`config.mk`:
```
export PLATFORM = sky130hd
export DESIGN_NAME = sorx_top
export DESIGN_NICKNAME = d
export VERILOG_FILES = /design/src/verilog/sorx_pkg.sv /design/src/verilog/sorx_top.sv
export VERILOG_INCLUDE_DIRS = /design/src /design/src/verilog
export SDC_FILE = /design/constraint.sdc
export NUM_CORES = 2
export LEC_CHECK = 0
export BUFFER_PORTS_ARGS = -buffer_cell sky130_fd_sc_hd__buf_4
export CAP_MARGIN = 10
export CORE_MARGIN = 4
export CORE_UTILIZATION = 61
export DETAILED_ROUTE_END_ITERATION = 16
export PLACE_DENSITY = 0.76
export SLEW_MARGIN = 20
export SYNTH_ARGS = -nofsm -noshare
export SYNTH_HDL_FRONTEND = slang
export SYNTH_SLANG_ARGS = --single-unit
```
`constraint.sdc`:
```
create_clock -name clk -period 46.6 [get_ports clk]
set_input_delay 6.99 -clock clk [delete_from_list [all_inputs] [get_ports clk]]
set_output_delay 6.99 -clock clk [all_outputs]
set_load 0.02 [all_outputs]
```
`src/verilog/sorx_defs.svh`:
```
//------------------------------------------------------------------------------
// Overview of operation
//------------------------------------------------------------------------------
// Overview of operation
// - Four serial overhead ports, shared burst clock enable.
// - Overhead bytes leave in standard STS-12 order.
// - One row per burst, aligned to row pulse.
// - Regenerate A1/A2; other positions output zero.
// - H1/H2 from pointer generator, SS and AIS-P kept.
// - H3 carries stuffed data, otherwise zero.
// - K1/K2 pass or zero; line AIS in pass mode.
// - Serial bytes unchanged, most significant bit first.
// - First A1 MSB replaced by even parity.
// - Line AIS drives every serial bit high.
// - Payload flag and marker encode byte type.
// - Marker at J0 of STS-1 one and J1s.
// - No J1 mark for AIS-P or concatenation members.
// - Payload flag high in H3 on negative stuff.
// - Payload flag low on positive stuff, empty columns.
// - Per-channel enable, powerdown, output enables, start down.
// - Buffer enables by software, pin during boundary scan.
// - Redundancy muxes A/B onto A, C/D onto C.
// - Hardware switch pins steer parallel data only.
// - Row pulse, enable and data launched on clock rise.
`ifndef SORX_DEFS_SVH
`define SORX_DEFS_SVH

// Register indices.
`define SORX_REG_CTRL   2'h0
`define SORX_REG_MODE   2'h1
`define SORX_REG_PROT   2'h2
`define SORX_REG_STAT   2'h3

// Reset values: all channels disabled, so all start in powerdown.
`define SORX_CTRL_RST   8'h00
`define SORX_MODE_RST   8'h00
`define SORX_PROT_RST   8'h00

// Field positions.
`define SORX_CTRL_EN_LSB    0
`define SORX_CTRL_KPASS_LSB 4
`define SORX_MODE_AIS_LSB   0
`define SORX_MODE_LVDS_LSB  4
`define SORX_PROT_REDUND    0
`define SORX_PROT_PAR_AB    1
`define SORX_PROT_PAR_CD    2
`define SORX_PROT_SER_AB    3
`define SORX_PROT_SER_CD    4

// Byte values.
`define SORX_A1_VAL     8'hf6
`define SORX_A2_VAL     8'h28
`define SORX_ZERO       8'h00
`define SORX_ONES       8'hff

// Frame geometry in byte times, rows, STS-1 slots and row bits.
`define SORX_ROW_LAST   11'd1079
`define SORX_ROWS_LAST  4'd8
`define SORX_STS_LAST   4'd11
`define SORX_TOH_LAST   11'd35
`define SORX_A2_COL     11'd12
`define SORX_J0_COL     11'd24
`define SORX_H_ROW      4'd3
`define SORX_K_ROW      4'd4
`define SORX_K1_COL     11'd12
`define SORX_K2_COL     11'd24
`define SORX_ROW_BITS   9'd288

`endif

```
`src/verilog/sorx_pkg.sv`:
```
package sorx_pkg;
   typedef logic [7:0] sorx_byte_t;
   typedef enum logic [0:0] {
      SORX_IDLE = 1'b0,
      SORX_SEND = 1'b1
   } sorx_ser_e;
endpackage

```
`src/verilog/sorx_top.sv`:
```
// The implementer's own choices: the plain strobed port and the register offsets.
`timescale 1ns/100ps
`include "sorx_defs.svh"
module sorx_top #(
   parameter int NCH = 4
) (
   // Clock and reset.
   input  wire logic                     clk,
   input  wire logic                     rst,
   // Register port.
   input  wire logic [1:0]               reg_addr,
   input  wire logic [7:0]               reg_wdata,
   input  wire logic                     reg_wr,
   input  wire logic                     reg_rd,
   output logic [7:0]                    reg_rdata,
   // Frame timing from the pointer generator side.
   input  wire logic                     frame_sync,
   // Per-channel stream inputs.
   input  wire logic [NCH-1:0][7:0]      rx_toh_byte,
   input  wire logic [NCH-1:0][7:0]      pg_byte,
   input  wire logic [NCH-1:0]           pg_valid,
   input  wire logic [NCH-1:0]           pg_j1,
   input  wire logic [NCH-1:0]           pg_neg_stuff,
   input  wire logic [NCH-1:0]           lof,
   input  wire logic [NCH-1:0][11:0]     path_ais,
   input  wire logic [NCH-1:0][11:0]     conc_member,
   // Pins.
   input  wire logic                     overhead_serial_clock,
   input  wire logic                     prot_switch_ab,
   input  wire logic                     prot_switch_cd,
   input  wire logic                     lvds_en_pin,
   input  wire logic                     bscan_mode,
   // Parallel outputs.
   output logic [NCH-1:0][7:0]           par_data,
   output logic [NCH-1:0]                payload_flag,
   output logic [NCH-1:0]                trace_pointer_marker,
   output logic [NCH-1:0]                par_oe,
   // Serial overhead outputs.
   output logic [NCH-1:0]                ser_data,
   output logic [NCH-1:0]                ser_oe,
   output logic                          rx_overhead_clock_enable,
   output logic                          rx_overhead_row_pulse,
   // Channel power and buffers.
   output logic [NCH-1:0]                hsi_powerdown,
   output logic [NCH-1:0]                lvds_buf_en
);

   //---------------------------------------------------------------------------
   // Registers
   //---------------------------------------------------------------------------
   logic [7:0] ctrl_r;
   logic [7:0] mode_r;
   logic [7:0] prot_r;
   logic [7:0] rdata_nxt;
   logic [NCH-1:0] lais;
   wire  [NCH-1:0] ch_en     = ctrl_r[`SORX_CTRL_EN_LSB +: NCH];
   wire  [NCH-1:0] k_pass    = ctrl_r[`SORX_CTRL_KPASS_LSB +: NCH];
   wire  [NCH-1:0] ais_force = mode_r[`SORX_MODE_AIS_LSB +: NCH];
   wire  [NCH-1:0] lvds_sw   = mode_r[`SORX_MODE_LVDS_LSB +: NCH];
   wire            redund    = prot_r[`SORX_PROT_REDUND];

   // Read mux: status shows line AIS per channel and powerdown.
   always_comb begin
      unique case (reg_addr)
         `SORX_REG_CTRL: rdata_nxt = ctrl_r;
         `SORX_REG_MODE: rdata_nxt = mode_r;
         `SORX_REG_PROT: rdata_nxt = prot_r;
         `SORX_REG_STAT: rdata_nxt = {hsi_powerdown, lais};
      endcase
   end

   // Register writes; all channels reset disabled.
   always_ff @(posedge clk or posedge rst) begin
      if (rst) begin
         ctrl_r <= `SORX_CTRL_RST;
         mode_r <= `SORX_MODE_RST;
         prot_r <= `SORX_PROT_RST;
      end else if (reg_wr) begin
         if (reg_addr == `SORX_REG_CTRL) ctrl_r <= reg_wdata;
         if (reg_addr == `SORX_REG_MODE) mode_r <= reg_wdata;
         if (reg_addr == `SORX_REG_PROT) prot_r <= reg_wdata;
      end
   end

   // Read data stands for the one cycle after the strobe.
   always_ff @(posedge clk or posedge rst) begin
      if (rst) reg_rdata <= 8'h00;
      else     reg_rdata <= reg_rd ? rdata_nxt : 8'h00;
   end

   //---------------------------------------------------------------------------
   // Pin synchronisers
   //---------------------------------------------------------------------------
   logic [4:0] pin_s1;
   logic [4:0] pin_s2;
   logic       tck_d;
   wire        tck_rise = pin_s2[0] & ~tck_d;
   wire        hw_ab    = pin_s2[1];
   wire        hw_cd    = pin_s2[2];
   wire        lvds_pin = pin_s2[3];
   wire        bscan    = pin_s2[4];

   // Two flops per pin, then edge detect on the overhead clock pin.
   always_ff @(posedge clk or posedge rst) begin
      if (rst) begin
         pin_s1 <= 5'h00;
         pin_s2 <= 5'h00;
         tck_d  <= 1'b0;
      end else begin
         pin_s1 <= {bscan_mode, lvds_en_pin, prot_switch_cd, prot_switch_ab, overhead_serial_clock};
         pin_s2 <= pin_s1;
         tck_d  <= pin_s2[0];
      end
   end

   //---------------------------------------------------------------------------
   // Frame position counters
   //---------------------------------------------------------------------------
   logic [10:0] col_r;
   logic [3:0]  row_r;
   logic [3:0]  sts_r;
   wire         col_end = (col_r == `SORX_ROW_LAST);
   wire         in_toh  = (col_r <= `SORX_TOH_LAST);

   // Column, row and STS-1 interleave counters; frame_sync restarts them.
   always_ff @(posedge clk or posedge rst) begin
      if (rst) begin
         col_r <= 11'd0;
         row_r <= 4'd0;
         sts_r <= 4'd0;
      end else if (frame_sync) begin
         col_r <= 11'd1;
         row_r <= 4'd0;
         sts_r <= 4'd1;
      end else begin
         col_r <= col_end ? 11'd0 : col_r + 11'd1;
         sts_r <= (col_end || sts_r == `SORX_STS_LAST) ? 4'd0 : sts_r + 4'd1;
         if (col_end) row_r <= (row_r == `SORX_ROWS_LAST) ? 4'd0 : row_r + 4'd1;
      end
   end

   //---------------------------------------------------------------------------
   // Parallel overhead rebuild and payload flags
   //---------------------------------------------------------------------------
   // Builds {payload flag, marker, byte} for one position.
   function automatic logic [9:0] build(
      input logic [10:0] col,
      input logic [3:0]  row,
      input logic [3:0]  sts,
      input logic [7:0]  raw,
      input logic [7:0]  pgb,
      input logic        valid,
      input logic        j1,
      input logic        neg,
      input logic        kp,
      input logic        la,
      input logic [11:0] pais,
      input logic [11:0] conc
   );
      logic [7:0] b;
      logic       spe;
      logic       mk;
      b   = `SORX_ZERO;
      spe = 1'b0;
      mk  = 1'b0;
      if (col > `SORX_TOH_LAST) begin
         b   = pgb;
         spe = valid;
         mk  = valid & j1 & ~pais[sts] & ~conc[sts];
      end else if (row == 4'd0) begin
         if (col < `SORX_A2_COL)      b = `SORX_A1_VAL;
         else if (col < `SORX_J0_COL) b = `SORX_A2_VAL;
         mk = (col == `SORX_J0_COL);
      end else if (row == `SORX_H_ROW) begin
         if (col < `SORX_J0_COL) begin
            b = pgb;
         end else if (neg) begin
            b   = pgb;
            spe = 1'b1;
         end
      end else if (row == `SORX_K_ROW && kp &&
                   (col == `SORX_K1_COL || col == `SORX_K2_COL)) begin
         b = la ? `SORX_ONES : raw;
      end
      return {spe, mk, b};
   endfunction

   genvar c;
   generate
      for (c = 0; c < NCH; c++) begin : g_par
         // Redundancy: A and C ports may carry B and D; hardware pins too.
         localparam int PARTNER = c ^ 1;
         wire        pair_hw = (c < 2) ? hw_ab : hw_cd;
         wire        pair_sw = (c < 2) ? prot_r[`SORX_PROT_PAR_AB] : prot_r[`SORX_PROT_PAR_CD];
         wire        take_p  = redund && (c % 2 == 0) && (pair_sw || pair_hw);
         wire        unused  = redund && (c % 2 == 1);
         wire [9:0]  nxt     = take_p ?
            build(col_r, row_r, sts_r, rx_toh_byte[PARTNER], pg_byte[PARTNER], pg_valid[PARTNER],
                  pg_j1[PARTNER], pg_neg_stuff[PARTNER], k_pass[PARTNER], lais[PARTNER],
                  path_ais[PARTNER], conc_member[PARTNER]) :
            build(col_r, row_r, sts_r, rx_toh_byte[c], pg_byte[c], pg_valid[c], pg_j1[c],
                  pg_neg_stuff[c], k_pass[c], lais[c], path_ais[c], conc_member[c]);
         wire        live    = ch_en[c] && !unused;

         // Registered parallel outputs; a disabled channel shows zeros.
         always_ff @(posedge clk or posedge rst) begin
            if (rst) begin
               par_data[c]             <= 8'h00;
               payload_flag[c]         <= 1'b0;
               trace_pointer_marker[c] <= 1'b0;
               par_oe[c]               <= 1'b0;
               ser_oe[c]               <= 1'b0;
               hsi_powerdown[c]        <= 1'b1;
               lvds_buf_en[c]          <= 1'b0;
               lais[c]                 <= 1'b0;
            end else begin
               par_data[c]             <= live ? nxt[7:0] : 8'h00;
               payload_flag[c]         <= live & nxt[9];
               trace_pointer_marker[c] <= live & nxt[8];
               par_oe[c]               <= live;
               ser_oe[c]               <= live;
               hsi_powerdown[c]        <= ~ch_en[c];
               lvds_buf_en[c]          <= bscan ? lvds_pin : lvds_sw[c];
               lais[c]                 <= lof[c] | ais_force[c];
            end
         end
      end
   endgenerate

   //---------------------------------------------------------------------------
   // Serial overhead capture
   //---------------------------------------------------------------------------
   logic [7:0] cap  [NCH][36];
   logic [7:0] snd  [NCH][36];
   logic       pend_r;
   logic       cap_first_r;
   logic       snd_first_r;
   logic [NCH-1:0] snd_ais_r;
   sorx_pkg::sorx_ser_e st_r;
   logic [8:0] bit_r;
   wire        start = (st_r == sorx_pkg::SORX_IDLE) && tck_rise && pend_r;
   wire        row_done = in_toh && (col_r == `SORX_TOH_LAST);

   // Capture each row's overhead bytes in arrival order per channel.
   always_ff @(posedge clk) begin
      for (int k = 0; k < NCH; k++) begin
         if (in_toh) cap[k][col_r[5:0]] <= rx_toh_byte[k];
         if (start) snd[k] <= cap[k];
      end
   end

   // Row ready flag; a new row wins over the clear on start.
   always_ff @(posedge clk or posedge rst) begin
      if (rst) begin
         pend_r      <= 1'b0;
         cap_first_r <= 1'b0;
      end else if (row_done) begin
         pend_r      <= 1'b1;
         cap_first_r <= (row_r == 4'd0);
      end else if (start) begin
         pend_r      <= 1'b0;
      end
   end

   //---------------------------------------------------------------------------
   // Serial burst engine on overhead clock rising edges
   //---------------------------------------------------------------------------
   always_ff @(posedge clk or posedge rst) begin
      if (rst) begin
         st_r                     <= sorx_pkg::SORX_IDLE;
         bit_r                    <= 9'd0;
         snd_first_r              <= 1'b0;
         snd_ais_r                <= '0;
         rx_overhead_clock_enable <= 1'b0;
         rx_overhead_row_pulse    <= 1'b0;
      end else if (tck_rise) begin
         unique case (st_r)
            sorx_pkg::SORX_IDLE: begin
               rx_overhead_clock_enable <= 1'b0;
               rx_overhead_row_pulse    <= 1'b0;
               if (pend_r) begin
                  st_r        <= sorx_pkg::SORX_SEND;
                  bit_r       <= 9'd0;
                  snd_first_r <= cap_first_r;
                  snd_ais_r   <= lais;
               end
            end
            sorx_pkg::SORX_SEND: begin
               if (bit_r == `SORX_ROW_BITS) begin
                  st_r                     <= sorx_pkg::SORX_IDLE;
                  rx_overhead_clock_enable <= 1'b0;
                  rx_overhead_row_pulse    <= 1'b0;
               end else begin
                  bit_r                    <= bit_r + 9'd1;
                  rx_overhead_clock_enable <= 1'b1;
                  rx_overhead_row_pulse    <= (bit_r == 9'd0);
               end
            end
         endcase
      end
   end

   //---------------------------------------------------------------------------
   // Serial ports with parity and line AIS
   //---------------------------------------------------------------------------
   wire sending = (st_r == sorx_pkg::SORX_SEND) && (bit_r != `SORX_ROW_BITS);
   wire par_slot = snd_first_r && (bit_r == 9'd0);

   genvar p;
   generate
      for (p = 0; p < NCH; p++) begin : g_ser
         localparam int PARTNER = p ^ 1;
         wire   ser_sel = (p < 2) ? prot_r[`SORX_PROT_SER_AB] : prot_r[`SORX_PROT_SER_CD];
         wire   take_p  = redund && (p % 2 == 0) && ser_sel;
         wire [7:0] byte_sel = take_p ? snd[PARTNER][bit_r[8:3]] : snd[p][bit_r[8:3]];
         wire   ais_sel = take_p ? snd_ais_r[PARTNER] : snd_ais_r[p];
         wire   raw_bit = byte_sel[3'd7 - bit_r[2:0]];
         logic  acc_r;
         wire   out_bit = ais_sel ? 1'b1 :
                          (par_slot ? acc_r : raw_bit);

         // Even parity over every bit sent in the previous overhead frame.
         always_ff @(posedge clk or posedge rst) begin
            if (rst) begin
               acc_r       <= 1'b0;
               ser_data[p] <= 1'b0;
            end else if (tck_rise) begin
               if (sending) begin
                  ser_data[p] <= out_bit;
                  if (par_slot) begin
                     acc_r  <= out_bit;
                  end else begin
                     acc_r  <= acc_r ^ out_bit;
                  end
               end else begin
                  ser_data[p] <= 1'b0;
               end
            end
         end
      end
   endgenerate

endmodule

```
==> metrics <==
outcome=finished clean; cell taking the most area after synthesis=edfxtp_1; mapped cell area=86400 sq um; Highest Clock Rate=116 MHz; Detailed Place HPWL=109 mm; post-cts gate resize count=0; largest net degree at the start of global routing=roughly 190; Die Area=148000 sq um; fin crit share=0.184; Final Hold Fails=0; Async SR Flop Fraction=0.0592; TritonRoute pass-1 iters=8; first-pass GRT wire length=roughly 310 mm; port buffer count=265; register bit total from synthesis=~2400; Critical Path Start=ser_data[3]; CP peak stage delay=530 ps; Reg clk slew, reported paths=around 60 ps; overall routing resource usage=0.298; ys flop type=edfxtp_1; R2R depth=13; r2r startpoint=bit_r[3]; post-synthesis sequential area ratio=0.843; DRT antenna net count=0; initial DRC count=approximately 6600; Avg Inst Size Synth=22.2 sq um; Slew headroom=0.141; Crit path depth=1; R2R Setup Slk=40250 ps; final wirelength=217 mm; met1 WL=74.7 mm; ratio of cells with drive above 1 in the final layout=0.236; Fin Setup TNS=0 ps; Data required, critical path=~40000 ps; Yosys Warn Count=0; Worst Setup Start Kind=flip-flop; RSZ-0062 raised after global routing=false; Post-synth EDFFs=2304; Worst setup EP type=output port; setup slack at placement=37690 ps; # setup viols final=0; routed wl met2=106 mm; Power Density=44.8 nW/um^2; Clock Sink Count=2449; Post-Synth Simple-Gate Area=0.0203; Gate Count Post-Synth=3882; Yosys top cell area share=0.801; hold buffers post-CTS=0; crit-path cells=buf_4; CTS Buf Count=about 220; library cells used by synthesis=a little over 70; worst-path fanout max=2; chip height=between 300 and 400 um; final core utilization=0.701; final net count=4491; Vias=42360; top cell family by delay on the critical path=flip-flops; Avg Vias per Cell=6.65; max-cap violation count=0; adder-cell share of the synthesized area=0.00101; htree depth=4; CTS tree=built; final slew viol count=0; FF-to-FF End=ser_data[0]; initial antenna violation count=13; WP data arrival=1600 ps; clock root cell=clkbuf_16; highest metal used=met4; Core Area=140000 sq um; tightest hold margin=351 ps; area delta synth->final=13.6%; complex-gate fraction of the synthesized area=0.0331; Worst-Skew Late Latency=870 ps; Area after DPL=90900 sq um; Critical Setup Path Class=flip-flop to output port; top cells by area, synth=edfxtp_1 80%, mux4_2 7.6%, dfrtp_1 4.1%; Post-CTS Setup Inserts=0; mux share of post-synthesis cell area=0.0898; Ports=between 200 and 300; # DRC=0; Mapped Nets=4085; most common cell after layout, fill and taps aside=edfxtp_1; global route total overflow=0; worst path buffer plus inverter count=1; Worst Tran Pin Value=1290 ps; starting density of the core=0.617; Final WS setup=~38000 ps; Static Leak=31.4 nW; GPL Wtd Cong=0.916; Die Width=384 um; met3 routed WL=25.0 mm; Peak VDD IR=41.5 uV; Period minus WS final=8590 ps; most frequent cells in the layout=2304 x edfxtp_1, 334 x buf_4, 290 x mux4_2, 226 x clkbuf_16, 138 x dfrtp_1; clock skew=roughly 32 ps; # fillers=7811; clock buffer depth=3; vias in the first global route=roughly 43000; Min-Delay Path Class=flip-flop to flip-flop; post-route cell area=98100 sq um; WL/cell=34.0 um; largest family of logic cells by synthesized area=multiplexers; CP max stage cell=dfrtp_1; Post-Synth XOR/XNOR Area=0.00152; critical path capture point=ser_data[3]; Site Rows=137
[layout make-up]
| type | instances | area (sq um) | area share |
|---|---|---|---|
| Antenna cell | 11 | 27.5 | 0.000281 |
| Clock buffer | 280 | 5940 | 0.0605 |
| Clock inverter | 134 | 1260 | 0.0128 |
| Inverter | 30 | 118 | 0.00120 |
| Multi-Input combinational cell | 1242 | 12900 | 0.131 |
| Sequential cell | 2449 | 72800 | 0.742 |
| Tap cell | 1876 | 2350 | 0.0239 |
| Timing Repair Buffer | 344 | 2700 | 0.0275 |
[cells by family after synthesis]
family	Yosys count
flops	2449
compound gates	450
mux	408
simple gates	362
buf+inv	191
xor+xnor	15
fa+ha+maj	7
[routing by layer]
metal  vias up  track usage
li1      16746            -
met2      3308        0.472
met1     21627        0.400
met5         -            0
met3       679       0.0668
met4         0        0.141
[state kept, by name (all words and copies together), names as in the netlist, 5 cells and up]
signal / count
bit_r: 9
mode_r: 8
prot_r: 8
reg_rdata: 8
cap: 1152
ctrl_r: 8
par_data: 32
pin_s1: 5
pin_s2: 5
col_r: 11
snd: 1152
[power breakdown]
part / internal [W] / switching [W] / leakage (nW) / total [W]
sequential: 0.00242 / 0.0000197 / 22.6 / 0.00244
clock: 0.00101 / 0.000799 / 3.52 / 0.00181
combinational: 0.0000419 / 0.0000998 / 5.27 / 0.000142
[stage by stage]
stage                     std cells  total power [W]
after floorplan                3882          0.00254
after global placement         5939          0.00262
after detailed placement       5941          0.00262
after CTS                      6355          0.00440
after global routing           6357          0.00451
final                          6366          0.00440
[synthesized netlist by cell type, types with 7 or more instances]
| cell type | instances |
|---|---|
| a211oi_1 | 39 |
| a21oi_1 | 135 |
| a221o_1 | 8 |
| a221oi_1 | 27 |
| a22oi_1 | 40 |
| a31oi_1 | 11 |
| and2_1 | 17 |
| buf_1 | 10 |
| buf_2 | 34 |
| buf_4 | 23 |
| buf_6 | 16 |
| clkbuf_1 | 78 |
| dfrtp_1 | 141 |
| edfxtp_1 | 2304 |
| ha_1 | 7 |
| inv_1 | 28 |
| mux2_2 | 31 |
| mux2i_1 | 86 |
| mux4_2 | 290 |
| nand2_1 | 82 |
| nand2b_1 | 12 |
| nand3_1 | 16 |
| nand4_1 | 9 |
| nor2_1 | 128 |
| nor2b_1 | 7 |
| nor3_1 | 29 |
| nor3b_1 | 19 |
| o21ai_0 | 107 |
| o22ai_1 | 16 |
| o311ai_0 | 17 |
| or2_2 | 9 |
| xnor2_1 | 9 |
[worst min-delay path by stage]
stage | endpoint | slack, ps | startpoint | cells past startpoint
after global routing | pin_s2[4] | 350 | pin_s1[4] | 0
after global placement | pin_s2[4] | 340 | pin_s1[4] | 0
after CTS | pin_s2[3] | 350 | pin_s1[3] | 0
after floorplan | pin_s2[0] | 330 | pin_s1[0] | 0
after detailed placement | pin_s2[4] | 340 | pin_s1[4] | 0
final | pin_s2[3] | 350 | pin_s1[3] | 0
No activity file was read; power rests on OpenSTA's default activity.
